--- config.mk ---
export PLATFORM = sky130hd
export DESIGN_NAME = sar_adc_conversion_readout
export DESIGN_NICKNAME = d
export VERILOG_FILES = /design/src/verilog/sar_adc_pkg.sv /design/src/verilog/sar_adc_conversion_readout.sv
export VERILOG_INCLUDE_DIRS = /design/src /design/src/verilog
export SDC_FILE = /design/constraint.sdc
export NUM_CORES = 1
export LEC_CHECK = 0
export ABC_AREA = 0
export CAP_MARGIN = 10
export CORE_MARGIN = 3
export CORE_UTILIZATION = 32
export DETAILED_ROUTE_END_ITERATION = 6
export DONT_BUFFER_PORTS = 1
export GPL_TIMING_DRIVEN = 0
export SLEW_MARGIN = 10
export SYNTH_ARGS = -nofsm -noshare
export SYNTH_HDL_FRONTEND = slang
export SYNTH_HIERARCHICAL = 1
export SYNTH_SLANG_ARGS = --single-unit
--- constraint.sdc ---
create_clock -name i_clk -period 3.8 [get_ports i_clk]
set_input_delay 0.38 -clock i_clk [delete_from_list [all_inputs] [get_ports i_clk]]
set_output_delay 0.38 -clock i_clk [all_outputs]
set_load 0.005 [all_outputs]
--- src/verilog/sar_adc_params.svh ---
// Constants of the successive-approximation converter control block.
`ifndef SAR_ADC_PARAMS_SVH
`define SAR_ADC_PARAMS_SVH

`define SAR_BITS             16
`define SAR_CLK_PERIOD_NS    5
// Period of the internal conversion clock in ns, one bit decision per period.
`define SAR_CONV_TICK_NS     20
`define SAR_CONV_TICK_CYCLES \
    ((`SAR_CONV_TICK_NS + `SAR_CLK_PERIOD_NS - 1) / `SAR_CLK_PERIOD_NS)
`define SAR_FIFO_DEPTH       8
`define SAR_CODE_ZERO        16'h0000
`define SAR_CODE_FULL        16'hffff
`define SAR_STATE_RESET      '0

`endif

--- src/verilog/sar_adc_pkg.sv ---
// Types shared by the converter control block.
package sar_adc_pkg;

    // Conversion sequencer states.
    typedef enum logic [1:0]
    {
        ST_ACQ      = 2'b00,
        ST_OPEN_GND = 2'b01,
        ST_TRIAL    = 2'b10,
        ST_PUSH     = 2'b11
    } conv_state_t;

    // Pins from outside the clock domain, carried together through the synchroniser.
    typedef struct packed
    {
        logic under;
        logic over;
        logic cmp;
        logic sck;
        logic convert_strobe;
    } pins_t;

    // Analog switch controls; all zero is acquisition with the core powered down.
    typedef struct packed
    {
        logic pos_gnd_open;
        logic neg_gnd_open;
        logic arrays_to_ground;
        logic powered_up;
    } switches_t;

endpackage

--- src/verilog/sar_adc_conversion_readout.sv ---
// Conversion sequencer, result FIFO and serial readout of a 16-bit SAR converter.
//
// Functional notes
// Rising convert_strobe ends acquisition and starts a conversion.
// Open both comparator ground switches first, then tie arrays to ground.
// Resolve 16 bits, MSB first, keep or clear each by comparator.
// After the last decision return to acquisition and present the code.
// Internal conversion clock sequences bits; shift clock is not needed.
// Power down between conversions.
// Delivered code belongs to the same conversion, no pipeline latency.
// Output code is straight binary; midscale is 8000.
// Over-range input gives FFFF.
// Under-range input gives 0000.
// Rising convert_strobe puts serial_result_out in high impedance.
// Falling convert_strobe drives the MSB onto serial_result_out.
// Each shift clock falling edge presents the next lower bit.
// Host may capture bits on either shift clock edge.
// Host keeps convert_strobe high for the longest conversion time.
// While convert_strobe is high, output stays off and result is unchanged.
`timescale 1ns/1ps
`default_nettype none
`include "sar_adc_params.svh"

// ****************************************************************
// Result FIFO
// ****************************************************************
module sar_result_fifo #(
    parameter int unsigned WIDTH = `SAR_BITS,
    parameter int unsigned DEPTH = `SAR_FIFO_DEPTH
) (
    input  wire logic             i_clk,
    input  wire logic             i_resetn,
    input  wire logic             i_in_valid,
    output logic                  o_in_ready,
    input  wire logic [WIDTH-1:0] i_in_data,
    output logic                  o_out_valid,
    input  wire logic             i_out_ready,
    output logic [WIDTH-1:0]      o_out_data
);
    localparam int unsigned PW = (DEPTH > 1) ? $clog2(DEPTH) : 1;
    localparam int unsigned CW = $clog2(DEPTH + 1);

    typedef struct packed
    {
        logic [PW-1:0] wr_ptr;
        logic [PW-1:0] rd_ptr;
        logic [CW-1:0] count;
    } fifo_state_t;

    fifo_state_t      st_q;
    fifo_state_t      st_d;
    logic [WIDTH-1:0] mem [DEPTH];
    logic             wr_en;
    logic             rd_en;

    // Pointer wrap; written out so that depths that are not a power of two work.
    function automatic logic [PW-1:0] next_ptr(input logic [PW-1:0] p);
        next_ptr = (p == PW'(DEPTH - 1)) ? '0 : p + 1'b1;
    endfunction

    // Full and empty come straight from the occupancy count.
    assign o_in_ready  = (st_q.count != CW'(DEPTH));
    assign o_out_valid = (st_q.count != '0);
    assign o_out_data  = mem[st_q.rd_ptr];
    assign wr_en       = i_in_valid && o_in_ready;
    assign rd_en       = i_out_ready && o_out_valid;

    // Next pointers and count.
    always_comb
    begin
        st_d = st_q;
        if (wr_en)
        begin
            st_d.wr_ptr = next_ptr(st_q.wr_ptr);
        end
        if (rd_en)
        begin
            st_d.rd_ptr = next_ptr(st_q.rd_ptr);
        end
        st_d.count = st_q.count + CW'(wr_en) - CW'(rd_en);
    end

    // Pointer state.
    always_ff @(posedge i_clk or negedge i_resetn)
    begin
        if (!i_resetn)
            st_q <= '0;
        else
            st_q <= st_d;
    end

    // Storage has no reset; the count keeps stale words from being read.
    always_ff @(posedge i_clk)
    begin
        if (wr_en)
            mem[st_q.wr_ptr] <= i_in_data;
    end
endmodule

// ****************************************************************
// Converter control and serial readout
// ****************************************************************
module sar_adc_conversion_readout
    import sar_adc_pkg::*;
#(
    parameter int unsigned BITS        = `SAR_BITS,
    parameter int unsigned FIFO_DEPTH  = `SAR_FIFO_DEPTH,
    parameter int unsigned TICK_CYCLES = `SAR_CONV_TICK_CYCLES
) (
    input  wire logic        i_clk,
    input  wire logic        i_resetn,
    input  wire logic        i_convert_strobe,
    input  wire logic        i_shift_clk,
    input  wire logic        i_comparator,
    input  wire logic        i_over_range,
    input  wire logic        i_under_range,
    output logic             o_serial_result_out,
    output logic             o_serial_result_oe,
    output logic             o_pos_comparator_ground_switch_open,
    output logic             o_neg_comparator_ground_switch_open,
    output logic             o_arrays_to_ground,
    output logic             o_powered_up,
    output logic [BITS-1:0]  o_trial_code
);
    localparam int unsigned CW = $clog2(TICK_CYCLES + 1);
    localparam int unsigned IW = $clog2(BITS);

    typedef struct packed
    {
        pins_t           sync1;
        pins_t           sync2;
        logic            cnv_prev;
        logic            sck_prev;
        conv_state_t     fsm;
        logic [CW-1:0]   tick_cnt;
        logic [IW-1:0]   bit_idx;
        logic [BITS-1:0] trial;
        logic            push_valid;
        logic [BITS-1:0] push_code;
        logic            reading;
        logic [BITS-1:0] shreg;
        logic [IW-1:0]   shift_cnt;
        logic            serial_result_out;
        logic            sdo_oe;
        switches_t       sw;
    } state_t;

    state_t          st_q;
    state_t          st_d;
    logic            tick;
    logic            cnv_rise;
    logic            cnv_fall;
    logic            sck_fall;
    logic            pop;
    logic            fifo_in_ready;
    logic            fifo_out_valid;
    logic [BITS-1:0] fifo_out_data;

    // Trial code with one more bit set.
    function automatic logic [BITS-1:0] set_bit(input logic [BITS-1:0] c, input logic [IW-1:0] i);
        set_bit    = c;
        set_bit[i] = 1'b1;
    endfunction

    // Range clamp; over-range wins should the front end flag both.
    function automatic logic [BITS-1:0] clamp_code(input logic [BITS-1:0] c, input logic ovr,
                                                   input logic und);
        clamp_code = ovr ? BITS'(`SAR_CODE_FULL) : (und ? BITS'(`SAR_CODE_ZERO) : c);
    endfunction

    // Edge detection reads only the second synchroniser stage.
    assign tick     = (st_q.tick_cnt == CW'(TICK_CYCLES - 1));
    assign cnv_rise = st_q.sync2.convert_strobe && !st_q.cnv_prev;
    assign cnv_fall = !st_q.sync2.convert_strobe && st_q.cnv_prev;
    assign sck_fall = !st_q.sync2.sck && st_q.sck_prev && !st_q.sync2.convert_strobe;
    assign pop      = cnv_fall && fifo_out_valid;

    // Next state of sequencer and readout.
    always_comb
    begin
        logic [BITS-1:0] code;
        code              = st_q.trial;
        code[st_q.bit_idx] = st_q.sync2.cmp;
        st_d              = st_q;
        st_d.sync1        = '{under: i_under_range, over: i_over_range, cmp: i_comparator,
                              sck: i_shift_clk, convert_strobe: i_convert_strobe};
        st_d.sync2        = st_q.sync1;
        st_d.cnv_prev     = st_q.sync2.convert_strobe;
        st_d.sck_prev     = st_q.sync2.sck;
        // The conversion clock is a divider of i_clk, so the shift clock never paces it.
        if (st_q.fsm != ST_ACQ)
        begin
            st_d.tick_cnt = tick ? '0 : st_q.tick_cnt + 1'b1;
        end
        unique case (st_q.fsm)
            ST_ACQ:
            begin
                if (cnv_rise)
                begin
                    st_d.fsm             = ST_OPEN_GND;
                    st_d.tick_cnt        = '0;
                    st_d.sw.powered_up   = 1'b1;
                    st_d.sw.pos_gnd_open = 1'b1;
                    st_d.sw.neg_gnd_open = 1'b1;
                end
            end
            ST_OPEN_GND:
            begin
                if (tick)
                begin
                    st_d.sw.arrays_to_ground = 1'b1;
                    st_d.fsm                 = ST_TRIAL;
                    st_d.bit_idx             = IW'(BITS - 1);
                    st_d.trial               = set_bit('0, IW'(BITS - 1));
                end
            end
            ST_TRIAL:
            begin
                if (tick && st_q.bit_idx == '0)
                begin
                    st_d.trial      = code;
                    st_d.push_code  = clamp_code(code, st_q.sync2.over, st_q.sync2.under);
                    st_d.push_valid = 1'b1;
                    st_d.sw         = '0;
                    st_d.fsm        = ST_PUSH;
                end
                else if (tick)
                begin
                    st_d.bit_idx = st_q.bit_idx - 1'b1;
                    st_d.trial   = set_bit(code, st_q.bit_idx - 1'b1);
                end
            end
            ST_PUSH:
            begin
                // A full FIFO holds the code here and new convert edges are ignored.
                if (fifo_in_ready)
                begin
                    st_d.push_valid = 1'b0;
                    st_d.fsm        = ST_ACQ;
                end
            end
        endcase
        // Readout side.
        if (cnv_rise)
        begin
            st_d.sdo_oe  = 1'b0;
            st_d.reading = 1'b0;
        end
        else if (pop)
        begin
            st_d.shreg     = fifo_out_data;
            st_d.serial_result_out       = fifo_out_data[BITS-1];
            st_d.sdo_oe    = 1'b1;
            st_d.shift_cnt = '0;
            st_d.reading   = 1'b1;
        end
        else if (sck_fall && st_q.reading && st_q.shift_cnt != IW'(BITS - 1))
        begin
            st_d.shreg     = {st_q.shreg[BITS-2:0], 1'b0};
            st_d.serial_result_out       = st_q.shreg[BITS-2];
            st_d.shift_cnt = st_q.shift_cnt + 1'b1;
        end
    end

    // All state in one register.
    always_ff @(posedge i_clk or negedge i_resetn)
    begin
        if (!i_resetn)
            st_q <= `SAR_STATE_RESET;
        else
            st_q <= st_d;
    end

    sar_result_fifo #(
        .WIDTH (BITS),
        .DEPTH (FIFO_DEPTH)
    ) u_fifo (
        .i_clk       (i_clk),
        .i_resetn    (i_resetn),
        .i_in_valid  (st_q.push_valid),
        .o_in_ready  (fifo_in_ready),
        .i_in_data   (st_q.push_code),
        .o_out_valid (fifo_out_valid),
        .i_out_ready (pop),
        .o_out_data  (fifo_out_data)
    );

    // Outputs straight from state flops.
    assign o_serial_result_out                 = st_q.serial_result_out;
    assign o_serial_result_oe                  = st_q.sdo_oe;
    assign o_pos_comparator_ground_switch_open = st_q.sw.pos_gnd_open;
    assign o_neg_comparator_ground_switch_open = st_q.sw.neg_gnd_open;
    assign o_arrays_to_ground                  = st_q.sw.arrays_to_ground;
    assign o_powered_up                        = st_q.sw.powered_up;
    assign o_trial_code                        = st_q.trial;

    // ****************************************************************
    // Checks
    // ****************************************************************
    int unsigned conv_cycles;
    logic        last_dec;

    assign last_dec = (st_q.fsm == ST_TRIAL) && tick && (st_q.bit_idx == '0);

    // Counts the cycles of one conversion for the length check.
    always_ff @(posedge i_clk or negedge i_resetn)
    begin
        if (!i_resetn)
            conv_cycles <= 0;
        else if (st_q.fsm == ST_OPEN_GND || st_q.fsm == ST_TRIAL)
            conv_cycles <= conv_cycles + 1;
        else
            conv_cycles <= 0;
    end
endmodule

`default_nettype wire

==> metrics.cfg, run 1 <==
[synth]
syn_area_per_cell_um2 = 15.2
ys_warn_count = 6
synthSimpleGateAreaFrac_pct = 7.02
yosysUniqueCellTypes = 52
synth_compound_area_share_pct = 6.26
ys_seq_elements = 215
synth-xor-area-share_pct = 0.464
synth-edff-count = 128
syn_nets = 650
synthTopCellsByCount = edfxtp_1 (128), dfrtp_1 (87), nand2_1 (45), mux2i_1 (35), nor2_1 (33)
ys_top_cells_by_area = edfxtp_1 (41%), dfrtp_1 (23%), mux4_1 (8.1%), mux2i_1 (3.7%), ha_1 (2.8%)
synth_ff_type = edfxtp_1
yosysMostFrequentCell = edfxtp_1
syn_area_mm2 = 0.00943
synth.top_cell.area_share_pct = 40.7
synth_mux_area_share_pct = 15.3
ys_seq_area_share_pct = 63.8
yosys.area.top_type = edfxtp_1
synth_fa_ha_area_share_pct = 3.00
synth_top_family_by_area = multiplexers
ys_async_sr_fraction_pct = 40.5
synthCells = 621

[placed_design]
preCtsSetupSlack_ns = 0.432
portBuffers = 0
dp_hpwl_um = 13200
gp_congestion = 0.825
placed_area_mm2 = 0.0101

[critical_path]
critPathKind = reg -> reg
cpLargestDelayFamily = adder cells
slowest_delay_ns = 0.47
worstPathRequired_ns = 4.19
cp.arrival_ns = 3.72
cp-start-kind = flip-flop
endpoint_kind = flip-flop
slowest_stage = or3b_2
worst-path-max-fanout = 10
path_buf_inv = 5
crit_path_cell_trace = inv_1 -> ha_1 -> or3b_2 -> nand2_1 -> or2_2 -> clkinv_1 -> clkbuf_1 -> nand2_1 -> inv_1 -> ha_1 -> inv_1 -> ha_1 -> fa_1 -> xor2_1

[floorplanning]
die_h_um = 178
die_w_um = 178
floorplan.initialDensity_pct = 32.7
boundaryPins = 29
dieArea_mm2 = 0.0316
row_count = 62
coreArea_mm2 = 0.0289

[drt]
dr.pass1.iters = 4
first_iter_violations = 372
postRouteWirelength_um = 19100
vias = 5256
avgViaCountPerCell = 4.93
drc = 0
wl_per_cell_um = 17.9
detail-route-antenna-nets = 0

[finish]
fin_nets = 695
layout-drive-gt1-share_pct = 17.4
fill_cells = 2724
fin_area_mm2 = 0.0109
final_util_pct = 37.7
antenna_cells = 0
area_delta_synth_final_pct = 15.4

[timing]
max_clock_freq_ghz = 0.301
fin_skew_ns = 0.00808
worst_slack_ns = 0.475
slew_headroom_pct = 40.7
min_period_ns = 3.33
whs_ns = 0.349
worst_pin_slew_ns = 0.882
finalSetupViolCount = 0
maxSlewViolCount = 0
period_share_pct = 87.5
rsz0062_at_grt = no
final-hold-violation-count = 0

[clock_network]
clockBufferDepth = 3
clk_latency_ns = 0.51
path_clk_slew_ns = 0.06
tritoncts = done
cts.sinks = 215
cts_buffers = 23
root_buffer = clkbuf_16
htree_levels = 1

[global_routing]
grt_pass1_vias = 5456
grt_overflow_total = 0
antenna_found_initial = 0
grt_max_degree = 88
track_usage_pct = 12.4
grt_pass1_wl_um = 30700

[power]
power.density_mw_per_mm2 = 777
ir_worst_vdd_v = 0.000375
p_leak_uw = 0.00431

[run_status]
status = complete, no violations

[hold_path]
hp-class = reg -> reg

[job]
drv_cap = 0

==> layout make-up <==
| cell class | count | area (um^2) | area share, % |
|---|---|---|---|
| Inverter | 16 | 60.1 | 0.552 |
| Tap cell | 384 | 480 | 4.41 |
| Sequential cell | 215 | 6020 | 55.3 |
| Timing Repair Buffer | 20 | 219 | 2.01 |
| Clock buffer | 33 | 651 | 5.98 |
| Clock inverter | 9 | 71.3 | 0.655 |
| Multi-Input combinational cell | 338 | 3050 | 28.0 |
| Buffer | 52 | 334 | 3.07 |
==> final timing paths <==
check / from / to / slack, ns / cells past startpoint
worst max-delay path: u_fifo/st_q[2] / u_fifo/st_q[2] / 0.47 / 14
worst min-delay path: st_d[74] / st_q[74] / 0.35 / 0
worst max register to register: u_fifo/st_q[2] / u_fifo/st_q[2] / 0.47 / 14
worst min register to register: st_d[74] / st_q[74] / 0.35 / 0
max in group asynchronous: i_resetn / st_q[16] / 2.99 / 2
min in group asynchronous: i_resetn / o_trial_code[1] / 0.42 / 2
==> kinds of logic after synthesis <==
family | count (synthesis)
compound gates | 88
xor+xnor | 5
fa+ha+maj | 22
buf+inv | 68
flops | 215
mux | 90
simple gates | 133
==> registers in the layout, summed over array words and instances, names as in the netlist, 7 cells and up <==
name          count
u_fifo/mem      128
o_trial_code     16
st_d              7
st_q             50
u_fifo/st_q      10
==> report_power, final <==
group	switching (uW)	internal, uW
logic	1440	1240
clock network	872	1260
registers	397	3260
==> per-stage QoR <==
step / TNS [ns] / power [uW] / std cells
detailed placement: 0 / 6380 / 1018
global route: 0 / 8980 / 1067
CTS: 0 / 8570 / 1067
global placement: -9.27 / 6210 / 1005
finish: 0 / 8460 / 1067
floorplan: 0 / 5490 / 621
==> per-layer routing <==
| layer | vias to the layer above | GRT usage (%) | wire length (um) |
|---|---|---|---|
| met5 | - | 0 | 0 |
| met4 | 0 | 4.38 | 602 |
| met3 | 42 | 2.12 | 715 |
| met2 | 102 | 20.4 | 9050 |
| met1 | 2658 | 16.5 | 8710 |
| li1 | 2454 | - | - |
==> layout by cell type, fill, tap and decap left out, drive strengths merged, types with 4 or more instances in the layout <==
| master | synthesis | final |
|---|---|---|
| o221ai | 13 | 13 |
| inv | 15 | 17 |
| o21ai | 30 | 30 |
| nor3b | 4 | 4 |
| edfxtp | 128 | 128 |
| clkbuf | 20 | 53 |
| nand3 | 12 | 12 |
| nor3 | 7 | 7 |
| mux2i | 35 | 35 |
| buf | 32 | 46 |
| dfrtp | 87 | 87 |
| clkinv | 1 | 7 |
| nand3b | 8 | 8 |
| mux2 | 23 | 23 |
| nor2b | 5 | 5 |
| o22a | 18 | 18 |
| nand2b | 6 | 6 |
| a21oi | 13 | 13 |
| nand2 | 47 | 47 |
| mux4 | 32 | 32 |
| ha | 21 | 21 |
| dlygate4sd3 | 0 | 6 |
| nor2 | 33 | 33 |
==> timing repair <==
action                    in CTS  in global routing
setup buffers                  0                  0
hold buffers                   7                  0
hold endpoints to repair      92                  0
resized for setup              0                  0
Power figures use the tool's default switching activity.
==> run 2, diff against run 1 <==
--- a/config.mk
+++ b/config.mk
@@ -10,6 +10,7 @@
 export CAP_MARGIN = 10
 export CORE_MARGIN = 3
 export CORE_UTILIZATION = 32
+export CTS_BUF_LIST = sky130_fd_sc_hd__clkbuf_4 sky130_fd_sc_hd__clkbuf_8
 export DETAILED_ROUTE_END_ITERATION = 6
 export DONT_BUFFER_PORTS = 1
 export GPL_TIMING_DRIVEN = 0
==> run 2 against run 1 <==
- cell count grew 2.6%
- worst setup slack worse by 0.022 ns
- count of clock-buffer cells in the layout is 33 higher
- largest cell class unchanged
- routed wire length increased by 0.83%
- utilization grew 0.26 points
- combinational power about the same
==> metrics.cfg, run 2 (same netlist as run 1, synthesis figures left out) <==
[finish]
largest_register_ffs = 128  ; unchanged
fin_area_mm2 = 0.0110  ; was 0.0109 mm^2
fill_cells = 2721  ; was 2724
antenna_cells = 0  ; unchanged
regMostFlops = u_fifo/mem  ; unchanged
fin_nets = 710  ; was 695
area_delta_synth_final_pct = 16.2  ; was 15.4%
final_common_cell = edfxtp_1  ; unchanged
layout-drive-gt1-share_pct = 21.7  ; was 17.4%
layout_common_cells = edfxtp_1 (128), dfrtp_1 (87), nand2_1 (45), clkbuf_8 (45), mux2i_1 (35)  ; was edfxtp_1 (128), dfrtp_1 (87), nand2_1 (45)

[floorplanning]
dieArea_mm2 = 0.0316  ; unchanged
boundaryPins = 29  ; unchanged
die_w_um = 178  ; unchanged
die_h_um = 178  ; unchanged
floorplan.initialDensity_pct = 32.7  ; unchanged
row_count = 62  ; unchanged
coreArea_mm2 = 0.0289  ; unchanged

[critical_path]
r2r-start = u_fifo/st_q[2]  ; unchanged
cpLargestDelayFamily = adder cells  ; unchanged
path_buf_inv = 5  ; unchanged
rrSetupSlack_ns = 0.45  ; was 0.47 ns
endpoint_kind = flip-flop  ; unchanged
slowest_stage = or3b_2  ; unchanged
critPathKind = reg -> reg  ; unchanged
cp-start-kind = flip-flop  ; unchanged
r2r_cells = 14  ; unchanged
crit_path_cell_trace = inv_1 -> ha_1 -> or3b_2 -> nand2_1 -> or2_2 -> clkinv_1 -> clkbuf_1 -> nand2_1 -> inv_1 -> ha_1 -> inv_1 -> ha_1 -> fa_1 -> xor2_1  ; unchanged
worstPathRequired_ns = 4.19  ; about the same
slowest_delay_ns = 0.47  ; about the same
reg2reg_to = u_fifo/st_q[2]  ; unchanged
cp.arrival_ns = 3.74  ; was 3.72 ns
worst-path-max-fanout = 10  ; unchanged

[clock_network]
root_buffer = clkbuf_8  ; was clkbuf_16
cts_setup_buffers = 0  ; unchanged
path_clk_slew_ns = 0.05  ; was 0.06 ns
hold_buffers = 7  ; unchanged
htree_levels = 2  ; was 1
clockBufferDepth = 3  ; unchanged
clk_latency_ns = 0.52  ; was 0.51 ns
tritoncts = done  ; unchanged
cts_buffers = 38  ; was 23
cts.sinks = 215  ; unchanged
post_cts_resized = 0  ; unchanged

[timing]
fin_tns_setup_ns = 0  ; unchanged
finalSetupViolCount = 0  ; unchanged
final-hold-violation-count = 0  ; unchanged
worst_pin_slew_ns = 0.863  ; was 0.882 ns
period_share_pct = 88.1  ; was 87.5%
slew_headroom_pct = 42.0  ; was 40.7%
maxSlewViolCount = 0  ; unchanged
fin_skew_ns = 0.0266  ; was 0.00808 ns
max_clock_freq_ghz = 0.299  ; was 0.301 GHz
rsz0062_at_grt = no  ; unchanged
min_period_ns = 3.35  ; was 3.33 ns

[drt]
detail-route-antenna-nets = 0  ; unchanged
avgViaCountPerCell = 4.84  ; was 4.93
first_iter_violations = 237  ; was 372
dr.pass1.iters = 4  ; unchanged
postRouteWirelength_um = 19200  ; was 19100 um
wl_per_cell_um = 17.6  ; was 17.9 um
vias = 5296  ; was 5256
drc = 0  ; unchanged

[placed_design]
gp_congestion = 0.825  ; unchanged
portBuffers = 0  ; unchanged
placed_area_mm2 = 0.0101  ; unchanged
dp_hpwl_um = 13200  ; unchanged

[global_routing]
grt_pass1_wl_um = 30800  ; was 30700 um
antenna_found_initial = 0  ; unchanged
grt_pass1_vias = 5569  ; was 5456
grt_max_degree = 88  ; unchanged
track_usage_pct = 12.5  ; was 12.4%
grt_overflow_total = 0  ; unchanged

[run_status]
status = complete, no violations  ; unchanged

[power]
p_leak_uw = 0.00439  ; was 0.00431 uW
ir_worst_vdd_v = 0.000293  ; was 0.000375 V
power.density_mw_per_mm2 = 775  ; was 777 mW/mm^2

[hold_path]
worstHoldStart = st_d[74]  ; unchanged
hp-class = reg -> reg  ; unchanged
holdPathStages = 0  ; unchanged
min_to = st_q[74]  ; unchanged

[job]
drv_cap = 0  ; unchanged

==> run 2: changes by cell type in the layout (fill, tap and decap cells not counted), sizes merged <==
cell    change
clkbuf     +33
clkinv      -2
inv         -2
bufinv      -1
==> run 2: metal layers <==
layer	GRT usage, %	up-vias	wire (um)
li1	-	2489	-
met1	16.3	2637	8580
met2	20.4	134	9140
met3	3.02	36	989
met4	4.45	0	521
met5	0	-	0
==> run 2: worst max-delay path by stage <==
stage,from,to,slack [ns],depth (start not counted)
CTS,u_fifo/st_q[2],u_fifo/st_q[2],0.42,14
floorplan,u_fifo/st_q[2],u_fifo/mem[0][0],0.93,5
finish,u_fifo/st_q[2],u_fifo/st_q[2],0.45,14
global placement,u_fifo/st_q[2],u_fifo/mem[0][2],-0.56,5
detailed placement,u_fifo/st_q[2],u_fifo/st_q[2],0.43,14
global route,u_fifo/st_q[2],u_fifo/st_q[2],0.26,14
==> run 2: metrics by stage <==
stage	std cells	worst slack [ns]	util (%)	hold WS, ns	power (uW)
CTS	1095	0.417	38.0	0.348	8600
global route	1095	0.261	38.0	0.365	9010
detailed placement	1018	0.432	34.9	0.0870	6380
floorplan	621	0.926	-	0.0844	5490
finish	1095	0.453	38.0	0.346	8490
global placement	1005	-0.558	34.4	0.0879	6210
==> run 2: worst register-to-register path: stages, from the launching register on <==
cell and delay (ns):
dfrtp_1 0.35, inv_1 0.10, ha_1 0.14, or3b_2 0.47
nand2_1 0.08, or2_2 0.15, clkinv_1 0.20, clkbuf_1 0.31
nand2_1 0.28, inv_1 0.08, ha_1 0.28, inv_1 0.04
ha_1 0.20, fa_1 0.38, xor2_1 0.17
==> run 2: power by group <==
| group | internal (uW) | total (uW) | switching [uW] | leakage [uW] |
|---|---|---|---|---|
| registers | 3260 | 3660 | 398 | 0.00228 |
| clock network | 1280 | 2150 | 876 | 0.000433 |
| logic | 1240 | 2680 | 1440 | 0.00167 |
==> run 2: final cells by class <==
| class | count | area [um^2] | share of cell area, % |
|---|---|---|---|
| Sequential cell | 215 | 6020 | 54.9 |
| Multi-Input combinational cell | 338 | 3050 | 27.8 |
| Clock buffer | 66 | 777 | 7.09 |
| Tap cell | 384 | 480 | 4.38 |
| Buffer | 52 | 334 | 3.05 |
| Timing Repair Buffer | 20 | 219 | 2.00 |
| Inverter | 16 | 60.1 | 0.548 |
| Clock inverter | 4 | 18.8 | 0.171 |
==> run 3, diff against run 2 <==
--- a/config.mk
+++ b/config.mk
@@ -14,6 +14,7 @@
 export DETAILED_ROUTE_END_ITERATION = 6
 export DONT_BUFFER_PORTS = 1
 export GPL_TIMING_DRIVEN = 0
+export REMOVE_ABC_BUFFERS = 1
 export SLEW_MARGIN = 10
 export SYNTH_ARGS = -nofsm -noshare
 export SYNTH_HDL_FRONTEND = slang
==> run 3 against run 2 <==
- critical path type unchanged
- sequential power grew 5%
- largest cell class unchanged
- die area stayed put
- largest power group unchanged
- fmax shrank 1.2%
- worst setup slack worse by 0.042 ns
==> metrics.cfg, run 3 (same netlist as run 1, synthesis figures left out) <==
[run_status]
status = complete, no violations  ; unchanged

[clock_network]
htree_levels = 2  ; unchanged
root_buffer = clkbuf_8  ; unchanged
clockBufferDepth = 3  ; unchanged
cts.sinks = 215  ; unchanged
clk_latency_ns = 0.52  ; about the same
path_clk_slew_ns = 0.06  ; was 0.05 ns
cts_setup_buffers = 0  ; unchanged
cts_buffers = 36  ; was 38
tritoncts = done  ; unchanged

[finish]
final_common_cell = edfxtp_1  ; unchanged
fin_nets = 658  ; was 710
area_delta_synth_final_pct = 11.9  ; was 16.2%
largest_register_ffs = 128  ; unchanged
fin_area_mm2 = 0.0106  ; was 0.0110 mm^2
antenna_cells = 0  ; unchanged
fin_cells = 1040  ; was 1095
fill_cells = 2738  ; was 2721
layout_common_cells = edfxtp_1 (128), dfrtp_1 (85), nand2_1 (45)  ; was edfxtp_1 (128), dfrtp_1 (87), nand2_1 (45), clkbuf_8 (45), mux2i_1 (35)
layout-drive-gt1-share_pct = 18.4  ; was 21.7%
regMostFlops = u_fifo/mem  ; unchanged

[critical_path]
cp.arrival_ns = 3.80  ; was 3.74 ns
critPathKind = reg -> reg  ; unchanged
startpoint = u_fifo/st_q[2]  ; unchanged
reg2reg_to = u_fifo/st_q[2]  ; unchanged
r2r_cells = 13  ; was 14
endpoint_kind = flip-flop  ; unchanged
crit_path_cell_trace = inv_1 -> ha_1 -> or3b_2 -> nand2_1 -> or2_2 -> clkinvlp_4 -> nand2_1 -> inv_1 -> ha_1 -> inv_1 -> ha_1 -> fa_1 -> xor2_1  ; was inv_1 -> ha_1 -> or3b_2 -> nand2_1 -> or2_2 -> clkinv_1 -> clkbuf_1 -> nand2_1 -> inv_1 -> ha_1 -> inv_1 -> ha_1 -> fa_1 -> xor2_1
worst-path-max-fanout = 36  ; was 10
slowest_stage = or3b_2  ; unchanged
r2r-start = u_fifo/st_q[2]  ; unchanged
slowest_delay_ns = 0.50  ; was 0.47 ns
worstPathRequired_ns = 4.21  ; was 4.19 ns
rrSetupSlack_ns = 0.41  ; was 0.45 ns
cp-start-kind = flip-flop  ; unchanged

[drt]
drc = 0  ; unchanged
wl_per_cell_um = 17.3  ; was 17.6 um
postRouteWirelength_um = 17900  ; was 19200 um
dr.pass1.iters = 4  ; unchanged
vias = 5008  ; was 5296
avgViaCountPerCell = 4.82  ; was 4.84
first_iter_violations = 275  ; was 237
detail-route-antenna-nets = 0  ; unchanged

[timing]
finalSetupViolCount = 0  ; unchanged
period_share_pct = 89.2  ; was 88.1%
rsz0062_at_grt = no  ; unchanged
slew_headroom_pct = 37.1  ; was 42.0%
min_period_ns = 3.39  ; was 3.35 ns
fin_tns_setup_ns = 0  ; unchanged
max_clock_freq_ghz = 0.295  ; was 0.299 GHz
final-hold-violation-count = 0  ; unchanged
fin_skew_ns = 0.0197  ; was 0.0266 ns
whs_ns = 0.348  ; was 0.346 ns
maxSlewViolCount = 0  ; unchanged
worst_pin_slew_ns = 0.944  ; was 0.863 ns

[placed_design]
dp_hpwl_um = 11500  ; was 13200 um
gp_congestion = 0.742  ; was 0.825
portBuffers = 0  ; unchanged
placed_area_mm2 = 0.00977  ; was 0.0101 mm^2
dp_cells = 968  ; was 1018

[floorplanning]
die_h_um = 178  ; unchanged
floorplan.initialDensity_pct = 32.7  ; unchanged
dieArea_mm2 = 0.0316  ; unchanged
row_count = 62  ; unchanged
boundaryPins = 29  ; unchanged
die_w_um = 178  ; unchanged
coreArea_mm2 = 0.0289  ; unchanged

[job]
drv_cap = 0  ; unchanged

[power]
pwr-share-seq_pct = 47.8  ; was 43.1%
p_sw_share_pct = 32.1  ; was 32.0%
intPower_uw = 5470  ; was 5780 uW
p_clk_share_pct = 24.1  ; was 25.4%
p_comb_share_pct = 28.1  ; was 31.5%
p_leak_uw = 0.00415  ; was 0.00439 uW
p_switching_uw = 2590  ; was 2720 uW
ir_worst_vdd_v = 0.000465  ; was 0.000293 V
total_power_uw = 8050  ; was 8490 uW
power.density_mw_per_mm2 = 763  ; was 775 mW/mm^2

[global_routing]
grt_overflow_total = 0  ; unchanged
grt_util_met2_pct = 19.5  ; was 20.4%
top_usage_layer = met2  ; unchanged
track_usage_pct = 11.7  ; was 12.5%
grt_pass1_wl_um = 29200  ; was 30800 um
antenna_found_initial = 0  ; unchanged
grt_max_degree = 88  ; unchanged
grt_pass1_vias = 5205  ; was 5569
grt_use_met3_pct = 2.78  ; was 3.02%
met1_usage_pct = 15.4  ; was 16.3%

[hold_path]
min_to = st_q[74]  ; unchanged
holdPathStages = 0  ; unchanged
worstHoldStart = st_d[74]  ; unchanged
hp-class = reg -> reg  ; unchanged

[run 3: changes by cell type in the layout (fill, tap and decap cells not counted), moves of 3 or more]
cell | previous run | this run
clkbuf_1 | 20 | 0
buf_4 | 25 | 7
clkbuf_8 | 45 | 37
buf_2 | 5 | 1
buf_6 | 8 | 4
clkbuf_4 | 21 | 18
clkinvlp_4 | 0 | 3
[run 3: final cells by class]
cell class / instances / area, um^2 / area share (%)
clock buffer: 55 / 644 / 6.11
timing repair buffer: 22 / 240 / 2.28
inverter: 16 / 63.8 / 0.605
multi-input combinational: 338 / 3050 / 28.9
tap: 384 / 480 / 4.55
sequential: 215 / 6020 / 57.1
clock inverter: 10 / 50.0 / 0.474
[run 3: power groups by stage]
stage / Sequential, uW / Combinational [uW] / Clock (uW)
finish: 3850 / 2260 / 1940
global route: 3960 / 2500 / 2120
CTS: 3870 / 2290 / 2020
detailed placement: 3910 / 2240 / 0
global placement: 3940 / 2030 / 0
floorplan: 3710 / 1610 / 0
[run 3: how the worst max path moves through the flow]
stage	endpoint	slack (ns)	depth (start not counted)
finish	u_fifo/st_q[2]	0.41	13
global route	u_fifo/st_q[2]	0.13	13
CTS	u_fifo/st_q[2]	0.02	13
detailed placement	u_fifo/st_q[2]	0.03	13
global placement	u_fifo/mem[0][14]	-0.90	5
floorplan	u_fifo/st_q[2]	0.67	13
[run 3: layer usage]
| layer | vias to the layer above | routed length [um] |
|---|---|---|
| met1 | 2522 | 8040 |
| met5 | - | 0 |
| li1 | 2371 | - |
| met4 | 0 | 342 |
| met3 | 30 | 800 |
| met2 | 85 | 8760 |
[run 3: repair_timing]
action,4_1_cts,5_1_grt
resized for setup,0,1
endpoints found under the hold margin,92,0
hold buffers,7,0
endpoints found under the setup margin,0,3
[run 3: metrics by stage]
stage | setup slack (ns) | util [%]
after floorplan | 0.665 | -
after global placement | -0.904 | 33.2
after detailed placement | 0.0327 | 33.8
after CTS | 0.0187 | 36.6
after global routing | 0.127 | 36.6
final | 0.410 | 36.6
[run 3: critical path, delay by kind of cell, from the launching register on]
| kind | cells | cell delay, ns |
|---|---|---|
| adder cells (fa/ha/maj) | 4 | 1.00 |
| XOR/XNOR | 1 | 0.17 |
| buffers and inverters | 4 | 0.67 |
| flip-flops | 1 | 0.36 |
| AND/OR/NAND/NOR | 4 | 1.06 |
